### src/include/spim_pkg.sv
// Purpose: Constants and types for the SPI master select/timing core
// Assumes: 32-bit register port, 8-bit byte address
// Notes:   Offsets are byte addresses, one aligned word per register
package spim_pkg;

  // ************************************************************
  // Register offsets
  // ************************************************************
  localparam logic [7:0] OFF_CONTROL = 8'h00;
  localparam logic [7:0] OFF_MODE = 8'h04;
  localparam logic [7:0] OFF_RXWORD = 8'h08;
  localparam logic [7:0] OFF_TXWORD = 8'h0c;
  localparam logic [7:0] OFF_STATUS = 8'h10;
  localparam logic [7:0] OFF_CSCFG0 = 8'h30;
  localparam logic [7:0] CSCFG_STEP = 8'h04;

  // ************************************************************
  // Field positions
  // ************************************************************
  // Control register (write-only commands)
  localparam int CTL_ENABLE = 0;
  localparam int CTL_DISABLE = 1;
  localparam int CTL_EOB = 24;
  // Mode register
  localparam int MODE_SELMODE = 1;
  localparam int MODE_DECODE = 2;
  localparam int MODE_PCS_LO = 16;
  localparam int MODE_SCD_LO = 24;
  // Transmit word
  localparam int TXW_PCS_LO = 16;
  localparam int TXW_EOB = 24;
  // Chip select configuration
  localparam int CFG_RELEASE = 2;
  localparam int CFG_HOLD = 3;
  localparam int CFG_BITS_LO = 4;
  localparam int CFG_DIV_LO = 8;
  localparam int CFG_STC_LO = 16;
  localparam int CFG_ITD_LO = 24;
  // Status register
  localparam int STAT_RXFULL = 0;
  localparam int STAT_TRANSMITTER_EMPTY_FLAG = 1;
  localparam int STAT_TXDONE = 9;
  localparam int STAT_ENABLED = 16;

  // ************************************************************
  // Values
  // ************************************************************
  localparam logic [3:0] CS_IDLE = 4'hf;
  localparam logic [3:0] BITS_MAXCODE = 4'h8;
  localparam logic [4:0] BITS_BASE = 5'h08;
  localparam logic [4:0] BITS_MAX = 5'h10;
  localparam logic [2:0] STEP_BYTE = 3'h1;
  localparam logic [2:0] STEP_HALF = 3'h2;
  localparam logic [2:0] STEP_WORD = 3'h4;
  localparam logic [31:0] CSCFG_RESET = 32'h0000_0000;

  // Transfer sequencer, Gray along idle->gap->setup->shift->gap
  typedef enum logic [2:0] {
    ST_IDLE = 3'b000,
    ST_SELGAP = 3'b001,
    ST_SETUP = 3'b011,
    ST_SHIFT = 3'b010,
    ST_XFGAP = 3'b110
  } spim_st_t;

endpackage

### src/core/spim_core.sv
// Purpose: SPI master chip select, serial clock and delay engine
// Assumes: Mode 0 serial timing, 100 MHz ref_clk_i, DMA writes the
//          transmit word over the same register port
// Notes:   Master side only; select, clock and delay timing
// Contract
// - serial clock edges come from clock divided by 1..255
// - divisor one gives an edge every peripheral clock
// - divisor resets to zero; software loads nonzero first
// - each chip select keeps its own divisor, applied per word
// - one shared delay between dropping a held select and asserting the next
// - per-select delay from select assert to first clock edge
// - per-select delay between consecutive words
// - all select lines high before transfers, and after them unless hold is set
// - fixed mode takes target from mode register only
// - variable mode takes target from each transmit word
// - transmit word: eob bit 24, select 19:16, data 15:0
// - disable releases select after last word, keeps setup
// - fixed mode DMA steps 1 byte for 8 bits, else 2
// - variable mode DMA steps 4 bytes per word
// - variable mode takes 32 bits, length from select config
// - DMA consumes transmit-empty and receive-full flags
// - decode mode drives the 4-bit select code directly
// - without decode only lowest zero select line goes low
// - idle code all ones on select lines between transfers
// - decoded codes 4n..4n+3 use configuration n
// - hold bit keeps select until other target, eob or disable
// - done flag rises after the last inter-word delay
module spim_core (
  // Clock and reset
  input wire logic ref_clk_i,
  input wire logic rst_n_i,
  // Register port
  input wire logic [7:0] reg_addr_i,
  input wire logic [31:0] reg_wdata_i,
  input wire logic reg_wr_i,
  input wire logic reg_rd_i,
  output logic [31:0] reg_rdata_o,
  // Serial link
  output logic serial_clock_o,
  output logic mosi_o,
  input wire logic miso_i,
  output logic [3:0] chip_select_lines_o,
  // DMA handshake
  output logic dma_tx_req_o,
  output logic dma_rx_req_o,
  output logic [2:0] dma_step_o
);

  // ************************************************************
  // State
  // ************************************************************
  typedef struct packed {
    logic en;
    logic transmit_empty_flag;
    logic txe;
    logic receive_full_flag;
    logic eob_req;
    logic eob_word;
    logic full;
    logic [15:0] txd;
    logic [3:0] txpcs;
    logic txeob;
    logic ps;
    logic dec;
    logic [3:0] mpcs;
    logic [7:0] scd;
    logic [3:0][31:0] cfg;
    spim_pkg::spim_st_t st;
    logic [7:0] cnt;
    logic [4:0] bitcnt;
    logic [15:0] sh;
    logic [15:0] rx;
    logic [15:0] rdr;
    logic [1:0] cap;
    logic [1:0] capl;
    logic [3:0] cs;
    logic [3:0] tl;
    logic [1:0] cidx;
    logic serial_clock;
    logic mosi;
    logic m1;
    logic m2;
    logic [31:0] rdata;
    logic dreq_tx;
    logic dreq_rx;
    logic [2:0] step;
  } spim_state_t;

  spim_state_t r_ff;
  spim_state_t nxt_r;

  // Lowest select line that is low, used without decoding
  function automatic logic [1:0] low_idx(input logic [3:0] p);
    logic [1:0] k;
    k = 2'h3;
    for (int i = 3; i >= 0; i--) begin
      if (!p[i]) begin
        k = i[1:0];
      end
    end
    return k;
  endfunction

  // Word length from a configuration word, clamped to 8..16
  function automatic logic [4:0] cfg_bits(input logic [31:0] c);
    logic [3:0] f;
    f = c[spim_pkg::CFG_BITS_LO +: 4];
    if (f > spim_pkg::BITS_MAXCODE) begin
      return spim_pkg::BITS_MAX;
    end
    return spim_pkg::BITS_BASE + {1'b0, f};
  endfunction

  // ************************************************************
  // Target selection
  // ************************************************************
  logic [3:0] tgt_pcs;
  logic [1:0] tgt_idx;
  logic [3:0] tgt_lines;
  logic [31:0] tgt_cfg;
  logic [31:0] act_cfg;
  logic [7:0] act_div;
  logic tick;
  logic hold;

  // Variable mode uses the word's own field, else the mode register
  assign tgt_pcs = r_ff.ps ? r_ff.txpcs : r_ff.mpcs;
  // Decoded codes share configuration per group of four
  assign tgt_idx = r_ff.dec ? tgt_pcs[3:2] : low_idx(tgt_pcs);
  assign tgt_cfg = r_ff.cfg[tgt_idx];
  assign act_cfg = r_ff.cfg[r_ff.cidx];
  assign act_div = act_cfg[spim_pkg::CFG_DIV_LO +: 8];
  assign hold = act_cfg[spim_pkg::CFG_HOLD];

  // Without decoding one line low at most; all-ones code never selects anything
  always_comb begin
    tgt_lines = spim_pkg::CS_IDLE;
    if (r_ff.dec) begin
      tgt_lines = tgt_pcs;
    end else if (tgt_pcs != spim_pkg::CS_IDLE) begin
      tgt_lines[tgt_idx] = 1'b0;
    end
  end

  // Clock-edge enable: divisor zero is undefined, runs as one
  assign tick = ({1'b0, r_ff.cnt} + 9'h001) >= {1'b0, act_div};

  // ************************************************************
  // Next state
  // ************************************************************
  always_comb begin
    nxt_r = r_ff;
    nxt_r.rdata = 32'h0000_0000;
    // Two-stage synchroniser on the incoming data pin
    nxt_r.m1 = miso_i;
    nxt_r.m2 = r_ff.m1;

    // Reading the receive word clears its flag; hardware set wins
    if (reg_rd_i && reg_addr_i == spim_pkg::OFF_RXWORD) begin
      nxt_r.receive_full_flag = 1'b0;
    end

    // Capture two cycles after each rising edge: the synchroniser
    // delays the pin by two, so even at divisor one the bit at the edge is taken
    nxt_r.cap = {r_ff.cap[0], 1'b0};
    nxt_r.capl = {r_ff.capl[0], 1'b0};
    if (r_ff.cap[1]) begin
      nxt_r.rx = {r_ff.rx[14:0], r_ff.m2};
    end
    if (r_ff.capl[1]) begin
      // Last bit in: word moves on, set wins over a read clear
      nxt_r.rdr = {r_ff.rx[14:0], r_ff.m2};
      nxt_r.receive_full_flag = 1'b1;
    end

    unique case (r_ff.st)
      spim_pkg::ST_IDLE: begin
        if (r_ff.en && r_ff.full) begin
          // Word leaves the holding register: empty flag rises
          nxt_r.full = 1'b0;
          nxt_r.transmit_empty_flag = 1'b1;
          nxt_r.txe = 1'b0;
          nxt_r.sh = r_ff.txd;
          // Upper bits of a short word read back as zero
          nxt_r.rx = 16'h0000;
          nxt_r.eob_word = r_ff.ps & r_ff.txeob;
          nxt_r.cidx = tgt_idx;
          nxt_r.tl = tgt_lines;
          nxt_r.bitcnt = cfg_bits(tgt_cfg);
          if (r_ff.cs == tgt_lines &&
              !tgt_cfg[spim_pkg::CFG_RELEASE]) begin
            // Same slave still held: straight into shifting
            nxt_r.st = spim_pkg::ST_SHIFT;
            nxt_r.cnt = 8'h00;
            nxt_r.mosi = r_ff.txd[4'(cfg_bits(tgt_cfg) - 5'h01)];
          end else if (r_ff.cs == spim_pkg::CS_IDLE) begin
            nxt_r.cs = tgt_lines;
            nxt_r.st = spim_pkg::ST_SETUP;
            nxt_r.cnt = tgt_cfg[spim_pkg::CFG_STC_LO +: 8];
          end else begin
            // Other slave or forced release: drop, then wait
            nxt_r.cs = spim_pkg::CS_IDLE;
            nxt_r.st = spim_pkg::ST_SELGAP;
            nxt_r.cnt = r_ff.scd;
          end
        end else if (r_ff.eob_req || !r_ff.en) begin
          // Held select ends on command or disable
          nxt_r.cs = spim_pkg::CS_IDLE;
          nxt_r.eob_req = 1'b0;
        end
      end
      spim_pkg::ST_SELGAP: begin
        if (r_ff.cnt == 8'h00) begin
          nxt_r.cs = r_ff.tl;
          nxt_r.st = spim_pkg::ST_SETUP;
          nxt_r.cnt = act_cfg[spim_pkg::CFG_STC_LO +: 8];
        end else begin
          nxt_r.cnt = r_ff.cnt - 8'h01;
        end
      end
      spim_pkg::ST_SETUP: begin
        if (r_ff.cnt == 8'h00) begin
          nxt_r.st = spim_pkg::ST_SHIFT;
          nxt_r.serial_clock = 1'b0;
          nxt_r.mosi = r_ff.sh[4'(r_ff.bitcnt - 5'h01)];
        end else begin
          nxt_r.cnt = r_ff.cnt - 8'h01;
        end
      end
      spim_pkg::ST_SHIFT: begin
        if (!tick) begin
          nxt_r.cnt = r_ff.cnt + 8'h01;
        end else begin
          // Divisor of one makes every cycle a clock edge
          nxt_r.cnt = 8'h00;
          nxt_r.serial_clock = !r_ff.serial_clock;
          if (!r_ff.serial_clock) begin
            // Rising edge: slave bit is taken once synchronised
            nxt_r.cap[0] = 1'b1;
            nxt_r.capl[0] = r_ff.bitcnt == 5'h01;
          end else if (r_ff.bitcnt == 5'h01) begin
            nxt_r.st = spim_pkg::ST_XFGAP;
            nxt_r.cnt = act_cfg[spim_pkg::CFG_ITD_LO +: 8];
          end else begin
            // Falling edge shifts the next bit out
            nxt_r.bitcnt = r_ff.bitcnt - 5'h01;
            nxt_r.mosi = r_ff.sh[4'(r_ff.bitcnt - 5'h02)];
          end
        end
      end
      spim_pkg::ST_XFGAP: begin
        if (r_ff.cnt != 8'h00) begin
          nxt_r.cnt = r_ff.cnt - 8'h01;
        end else begin
          nxt_r.st = spim_pkg::ST_IDLE;
          if (!(r_ff.full && r_ff.en)) begin
            // Done only once the trailing delay has run out
            nxt_r.txe = 1'b1;
            if (!hold) begin
              nxt_r.cs = spim_pkg::CS_IDLE;
            end
          end
          if (r_ff.eob_word || r_ff.eob_req) begin
            nxt_r.cs = spim_pkg::CS_IDLE;
            nxt_r.eob_req = 1'b0;
            nxt_r.eob_word = 1'b0;
          end
        end
      end
      default: begin
        nxt_r.st = spim_pkg::ST_IDLE;
        nxt_r.cs = spim_pkg::CS_IDLE;
      end
    endcase

    // Register writes after the sequencer so commands take effect
    if (reg_wr_i) begin
      unique case (reg_addr_i)
        spim_pkg::OFF_CONTROL: begin
          if (reg_wdata_i[spim_pkg::CTL_ENABLE]) begin
            nxt_r.en = 1'b1;
            nxt_r.transmit_empty_flag = !r_ff.full;
            nxt_r.txe = r_ff.st == spim_pkg::ST_IDLE;
          end
          if (reg_wdata_i[spim_pkg::CTL_DISABLE]) begin
            nxt_r.en = 1'b0;
          end
          if (reg_wdata_i[spim_pkg::CTL_EOB]) begin
            nxt_r.eob_req = 1'b1;
          end
        end
        spim_pkg::OFF_MODE: begin
          nxt_r.ps = reg_wdata_i[spim_pkg::MODE_SELMODE];
          nxt_r.dec = reg_wdata_i[spim_pkg::MODE_DECODE];
          nxt_r.mpcs = reg_wdata_i[spim_pkg::MODE_PCS_LO +: 4];
          nxt_r.scd = reg_wdata_i[spim_pkg::MODE_SCD_LO +: 8];
        end
        spim_pkg::OFF_TXWORD: begin
          // Full 32-bit word: data low, select and eob high
          nxt_r.txd = reg_wdata_i[15:0];
          nxt_r.txpcs = reg_wdata_i[spim_pkg::TXW_PCS_LO +: 4];
          nxt_r.txeob = reg_wdata_i[spim_pkg::TXW_EOB];
          nxt_r.full = 1'b1;
          nxt_r.transmit_empty_flag = 1'b0;
          nxt_r.txe = 1'b0;
          // Pointer step tells the DMA how wide the buffer word is
          if (r_ff.ps) begin
            nxt_r.step = spim_pkg::STEP_WORD;
          end else if (cfg_bits(r_ff.cfg[tgt_idx])
                       == spim_pkg::BITS_BASE) begin
            nxt_r.step = spim_pkg::STEP_BYTE;
          end else begin
            nxt_r.step = spim_pkg::STEP_HALF;
          end
        end
        default: begin
        end
      endcase
    end

    // Per-select configuration words
    for (int i = 0; i < 4; i++) begin
      if (reg_wr_i && reg_addr_i ==
          spim_pkg::OFF_CSCFG0 + 8'(i) * spim_pkg::CSCFG_STEP) begin
        nxt_r.cfg[i] = reg_wdata_i;
      end
    end

    // Read data stands for the one cycle after the strobe
    if (reg_rd_i) begin
      unique case (reg_addr_i)
        spim_pkg::OFF_MODE: begin
          nxt_r.rdata[spim_pkg::MODE_SELMODE] = r_ff.ps;
          nxt_r.rdata[spim_pkg::MODE_DECODE] = r_ff.dec;
          nxt_r.rdata[spim_pkg::MODE_PCS_LO +: 4] = r_ff.mpcs;
          nxt_r.rdata[spim_pkg::MODE_SCD_LO +: 8] = r_ff.scd;
        end
        spim_pkg::OFF_RXWORD: begin
          nxt_r.rdata[15:0] = r_ff.rdr;
        end
        spim_pkg::OFF_STATUS: begin
          nxt_r.rdata[spim_pkg::STAT_RXFULL] = r_ff.receive_full_flag;
          nxt_r.rdata[spim_pkg::STAT_TRANSMITTER_EMPTY_FLAG] = r_ff.transmit_empty_flag;
          nxt_r.rdata[spim_pkg::STAT_TXDONE] = r_ff.txe;
          nxt_r.rdata[spim_pkg::STAT_ENABLED] = r_ff.en;
        end
        default: begin
        end
      endcase
      for (int i = 0; i < 4; i++) begin
        if (reg_addr_i ==
            spim_pkg::OFF_CSCFG0 + 8'(i) * spim_pkg::CSCFG_STEP) begin
          nxt_r.rdata = r_ff.cfg[i];
        end
      end
    end

    // Flags feed the DMA handshake as well as the status register
    nxt_r.dreq_tx = nxt_r.en & nxt_r.transmit_empty_flag;
    nxt_r.dreq_rx = nxt_r.receive_full_flag;
  end

  // ************************************************************
  // State register
  // ************************************************************
  always_ff @(posedge ref_clk_i or negedge rst_n_i) begin
    if (!rst_n_i) begin
      r_ff <= '0;
      r_ff.cs <= spim_pkg::CS_IDLE;
      r_ff.cfg <= {4{spim_pkg::CSCFG_RESET}};
    end else begin
      r_ff <= nxt_r;
    end
  end

  // Outputs straight from the state register
  assign reg_rdata_o = r_ff.rdata;
  assign serial_clock_o = r_ff.serial_clock;
  assign mosi_o = r_ff.mosi;
  assign chip_select_lines_o = r_ff.cs;
  assign dma_tx_req_o = r_ff.dreq_tx;
  assign dma_rx_req_o = r_ff.dreq_rx;
  assign dma_step_o = r_ff.step;

endmodule

### config.mk
export PLATFORM = sky130hd
export DESIGN_NAME = spim_core
export DESIGN_NICKNAME = d
export VERILOG_FILES = /design/src/include/spim_pkg.sv /design/src/core/spim_core.sv
export SDC_FILE = /design/constraint.sdc
export NUM_CORES = 1
export LEC_CHECK = 0
export BUFFER_PORTS_ARGS = -buffer_cell sky130_fd_sc_hd__buf_2
export CORE_MARGIN = 5
export CORE_UTILIZATION = 61
export DETAILED_ROUTE_END_ITERATION = 12
export GPL_ROUTABILITY_DRIVEN = 0
export GPL_TIMING_DRIVEN = 0
export MAX_ROUTING_LAYER = met4
export PLACE_DENSITY = 0.8
export SLEW_MARGIN = 20
export SYNTH_ARGS = -nofsm -noshare
export SYNTH_HDL_FRONTEND = slang
export SYNTH_SLANG_ARGS = --single-unit
### constraint.sdc
create_clock -name ref_clk_i -period 5.39 [get_ports ref_clk_i]
set_clock_uncertainty 0.05 [all_clocks]
set_input_delay 1.3475 -clock ref_clk_i [delete_from_list [all_inputs] [get_ports ref_clk_i]]
set_output_delay 1.3475 -clock ref_clk_i [all_outputs]
set_load 0.01 [all_outputs]
* Word level (Yosys, flattened, before mapping)
Cells that the tools add are included.
** Word-level totals
- Output and inout port bits :: 43
- Flip-flop bits (word level) :: 288
- Input port bits :: 45
** Operators by class
- Add/sub/neg operators :: 7
- $lt $le $gt $ge :: 8
- Multiplexer cells :: 123
- Reduce and logical (&&, ||, !) cells :: 35
- Equality and inequality tests :: 33
- Bitwise logic cells :: 4
** Operator list (count)
- two-way mux 32 bit :: 6
- binary-select mux 32 bit (select 2 bit) :: 2
- two-way mux 4 bit :: 16
- two-way mux 16 bit :: 3
- two-way mux 48 bit :: 1
- two-way mux 5 bit :: 8
- two-way mux 8 bit :: 5
- one-hot mux 8 bit (5 select lines) :: 1
- two-way mux 1 bit :: 37
- two-way mux 36 bit :: 1
- == test 8 x 6 -> 1 bit, second input constant :: 4
- two-way mux 24 bit :: 1
- two-way mux 3 bit :: 8
- != test 2 bit, second input constant :: 12
- two-way mux 11 bit :: 2
- two-way mux 22 bit :: 1
- AND reduction 7 bit :: 3
- two-way mux 2 bit :: 10
- == test 8 x 4 -> 1 bit, second input constant :: 2
- zero test 8 bit :: 2
- one-hot mux 4 bit (4 select lines) :: 1
- less-than comparator 4 x 5 -> 1 bit, second input constant :: 3
- one-hot mux 3 bit (5 select lines) :: 1
- two-way mux 14 bit :: 1
- 46 further kinds :: 79

* Longest topological paths before layout
- Word-level depth :: 27
- Depth in mapped cells :: 15

* Worst setup path before layout
OpenSTA, ideal clock, no wires.
- Path kind :: reg-to-reg
- Start point :: register r_ff[41] (netlist name)
- End point :: register r_ff[109] (netlist name)
- Setup slack :: 1.312 ns
- Arrival :: 3.885 ns
- Clock period less this slack :: 4.078 ns
- Cell stages (with the launch flop) :: 15
- Cell sequence :: dfrtp_1 buf_2 buf_2 buf_1 mux4_2 inv_1 ha_1 a21o_1 a21o_1 a21oi_1 o21ai_0 a21oi_1 a211oi_1 a221oi_1 a41oi_1
** On the way
- Longest elaborated chain between the ends :: 6
- Elaborated cells between the ends (all ways) :: 8
** Ends and longest elaborated chain
- start: declaration :: RTL line spim_core.sv:89 : spim_state_t r_ff;
- start signal: assignment :: RTL line spim_core.sv:372 : r_ff <= nxt_r;
- binary-select mux 32 bit (select 2 bit) (*) :: RTL line spim_core.sv:131 : assign act_cfg = r_ff.cfg[r_ff.cidx];
- two-way mux 32 bit (not written as such) (*) :: RTL line spim_core.sv:131
- branches (longest 3 deep; another with greater-or-equal comparator 9 x 8 -> 1 bit)
- one-hot mux 8 bit (5 select lines) (*) :: RTL line spim_core.sv:176 : unique case (r_ff.st)
Mark *: on every way between the ends. The select of a mux whose other input is x is not followed.
A chain may end at the register's enable or synchronous reset.

* Final worst setup path
- Start point :: register r_ff[42] (netlist name)
- End point :: register r_ff[105] (netlist name)
** On the way
- Longest elaborated chain between the ends :: 5
** Ends and longest elaborated chain
- binary-select mux 32 bit (select 2 bit) :: RTL line spim_core.sv:131
- two-way mux 32 bit (not written as such) :: RTL line spim_core.sv:131
- greater-or-equal comparator 9 x 8 -> 1 bit :: RTL line spim_core.sv:146 : assign tick = ({1'b0, r_ff.cnt} + 9'h001) >= {1'b0, act_div};
- != test 2 bit (no line)
- AND reduction 5 bit (no line)
Every way passes these cells. The select of a mux whose other input is x is not followed.

==> flow_summary.json <==
{
  "max_slew_margin_pct": 35.4,
  "yosys_warnings": 0,
  "synth_area_leaders": "dfrtp_1 (49%), mux2_2 (15%), mux4_2 (5.8%)",
  "synth_edf_count": 0,
  "cp-end-kind": "register",
  "drive_gt1_share_pct": 31.6,
  "worstReg2RegStart": "r_ff[42]$_DFFE_PN0P_",
  "placed_area_sq_um": 15400,
  "ys.flop_type": "dfrtp_1",
  "period_needed_ns": 5.06,
  "clock_path_buffers": 3,
  "antenna_found_initial": 4,
  "holdPathEnd": "r_ff[52]$_DFF_PN0_",
  "yosysMostFrequentCell": "dfrtp_1",
  "clock.fmax_ghz": 0.198,
  "status": "completed",
  "reg2reg_slack_ns": 0.33,
  "hold_depth": 0,
  "cp_data_arrival_time_ns": 5.45,
  "wirelength_um": 41200,
  "synth.cell_area_sq_um": 14500,
  "finish.instance_area_sq_um": 16400,
  "synth_top_area_cell": "dfrtp_1",
  "syn_inst": 1249,
  "ios": 88,
  "rsz0062_at_grt": "no",
  "synth_fp_nets": 1309,
  "grt_pass1_wl_um": 64900,
  "yosysUniqueCellTypes": 70,
  "vias": 11200,
  "cts_tree": "done",
  "setup_viol": 0,
  "drc": 0,
  "tightest_slew_ns": 0.969,
  "grt_start_max_net_pins": 99,
  "final_nets": 1429,
  "cts_setup_buffers": 0,
  "start_kind": "register",
  "ant_nets": 0,
  "overflow": 0,
  "worst_path_max_delay_cell": "clkbuf_1",
  "rows": 56,
  "cpPeakStageDelay_ns": 0.65,
  "regArea_sq_um": 7190,
  "numCtsBuffers": 30,
  "wl_per_cell_um": 24.0,
  "start_util_pct": 61.9,
  "multi_input_area_sq_um": 6630,
  "regToRegEndpoint": "r_ff[105]$_DFFE_PN0P_",
  "maxCapViolCount": 0,
  "crit_chain": "clkbuf_1, clkbuf_2, clkbuf_1, mux4_2, ha_1, nand2b_1, a21o_1, a21oi_1, o21ai_0, a21oi_2, o32a_1, nor2_1, o21ai_0, a22o_1",
  "min_period_over_period_pct": 93.8,
  "core_sq_um": 23400,
  "h-tree-depth": 1,
  "global_route.usage.total_pct": 31.9,
  "worst-r2r-cell-count": 14,
  "fp.dieArea_sq_um": 26900,
  "hold_path_startpoint": "nxt_r[52]$_DFF_PN0_",
  "area_growth_pct": 13.5,
  "ys_ff_latch": 287,
  "portBuffers": 86,
  "root_buffer": "clkbuf_16",
  "cts_sinks": 287,
  "leakage_nw": 7.70,
  "place_hpwl_um": 29100,
  "critical_path_class": "register to register",
  "drtPass1Iterations": 6,
  "viasPerCell": 6.55,
  "async_flop_share_pct": 100,
  "hold_path.class": "register to register",
  "clock_latency_ns": 0.57,
  "final_max_slew_viol_count": 0,
  "die_h_um": 164,
  "num-fill-cells": 1689,
  "yosysTopAreaCellShare_pct": 48.9,
  "synth_common_cells": "dfrtp_1 (283), mux2_2 (191), nand2_1 (153), nor2_1 (74), a22oi_1 (51)",
  "grt_pass1_vias": 11400,
  "crit_path_max_fanout": 10,
  "peakVddDrop_mv": 0.255,
  "fin_setup_tns_ns": 0,
  "ys_seq_area_share_pct": 49.6,
  "clk_pin_slew_ns": 0.06,
  "die_x_um": 164,
  "power_density_nw_per_um2": 379,
  "worstPathRequired_ns": 5.78,
  "finalHoldViolCount": 0,
  "syn_avg_cell_area_sq_um": 11.6,
  "drt_iter0_markers": 1555
}
## state kept, by name, summed over array words and instances, names as in the netlist
name	flops
r_ff	241
serial_clock_o	1
chip_select_lines_o	4
mosi_o	1
nxt_r	3
dma_tx_req_o	1
reg_rdata_o	32
dma_rx_req_o	1
dma_step_o	3
## power breakdown
part           internal (mW)  total [mW]  switching (mW)
combinational          0.612        1.51           0.896
sequential              2.39        2.60           0.212
clock                   1.26        2.13           0.870
total                   4.26        6.24            1.98
## per-stage QoR
stage          std cells  power (mW)  setup WS (ns)  hold slack (ns)  util, %
2_1_floorplan       1249        3.62           1.31            0.281        -
3_3_place_gp        1654        4.02          -2.32            0.285     65.5
3_5_place_dp        1657        4.09          0.142            0.293     65.9
4_1_cts             1712        6.20          0.108            0.298     70.2
5_1_grt             1715        6.52          0.123            0.306     70.3
6_report            1715        6.24          0.332            0.296     70.3
## critical path: cells and delay by family (launching register included)
kind            cells  cell delay, ns
buf+inv             3            1.71
compound gates      7            1.53
simple gates        2            0.49
mux                 1            0.48
flops               1            0.34
fa+ha+maj           1            0.30
## layer usage
metal / wire (um) / global-route usage (%) / up-vias
met2: 19100 / 48.3 / 673
met5: 0 / - / -
li1: - / - / 4806
met4: 1740 / 12.5 / 0
met3: 4140 / 6.80 / 149
met1: 16200 / 42.6 / 5597
## cell families (layout without fill, tap and decap cells)
group	after synthesis	after routing	share of synthesized area, %
buf+inv	136	279	4.75
mux	261	261	22.9
other cells	0	4	0
xor+xnor	16	16	0.967
flops	287	287	49.6
fa+ha+maj	15	15	1.30
simple gates	297	297	8.92
compound gates	237	237	11.6
## worst max path at each step
stage | startpoint | to | slack [ns]
2_1_floorplan | r_ff[41]$_DFFE_PN0P_ | r_ff[109]$_DFFE_PN0P_ | 1.31
3_3_place_gp | rst_n_i | reg_rdata_o[28]$_DFF_PN0_ | -2.32
3_5_place_dp | r_ff[42]$_DFFE_PN0P_ | r_ff[109]$_DFFE_PN0P_ | 0.14
4_1_cts | r_ff[42]$_DFFE_PN0P_ | r_ff[109]$_DFFE_PN0P_ | 0.11
5_1_grt | r_ff[42]$_DFFE_PN0P_ | r_ff[105]$_DFFE_PN0P_ | 0.12
6_report | r_ff[42]$_DFFE_PN0P_ | r_ff[105]$_DFFE_PN0P_ | 0.33
## cells in the final DEF, fill, tap and decap left out, types with 4 or more instances in the layout
| cell | instances |
|---|---|
| mux2_2 | 191 |
| dfstp_2 | 4 |
| inv_1 | 19 |
| and2_1 | 5 |
| buf_2 | 92 |
| a21o_1 | 6 |
| mux2i_1 | 33 |
| nand2_1 | 153 |
| diode_2 | 4 |
| nand3_1 | 16 |
| a222oi_1 | 13 |
| nand4_1 | 5 |
| xnor2_1 | 9 |
| nor2_1 | 74 |
| a22oi_1 | 51 |
| clkbuf_1 | 55 |
| o32a_1 | 4 |
| a221oi_1 | 6 |
| ha_1 | 15 |
| a21oi_1 | 39 |
| clkbuf_16 | 31 |
| o21ai_0 | 27 |
| nor4_1 | 6 |
| a31oi_1 | 40 |
| dfrtp_1 | 283 |
| clkbuf_8 | 5 |
| clkinv_2 | 8 |
| mux4_2 | 37 |
| a22o_1 | 4 |
| nand2b_1 | 6 |
| buf_4 | 39 |
| buf_1 | 17 |
| nor3_1 | 11 |
| xor2_1 | 7 |
| o22ai_1 | 11 |
## what timing repair did
item,CTS,global route
setup endpoints to repair,0,13
gates resized for setup,0,4
hold buffers,0,0
## area by class of cell
type	instances	share of cell area (%)
buffer	116	3.73
antenna	4	0.0609
multi-input combinational	826	40.3
timing repair buffer	89	3.18
tap	319	2.43
clock inverter	13	0.890
inverter	19	0.434
sequential	287	43.7
clock buffer	42	5.27
(Power assumes the default switching activity.)
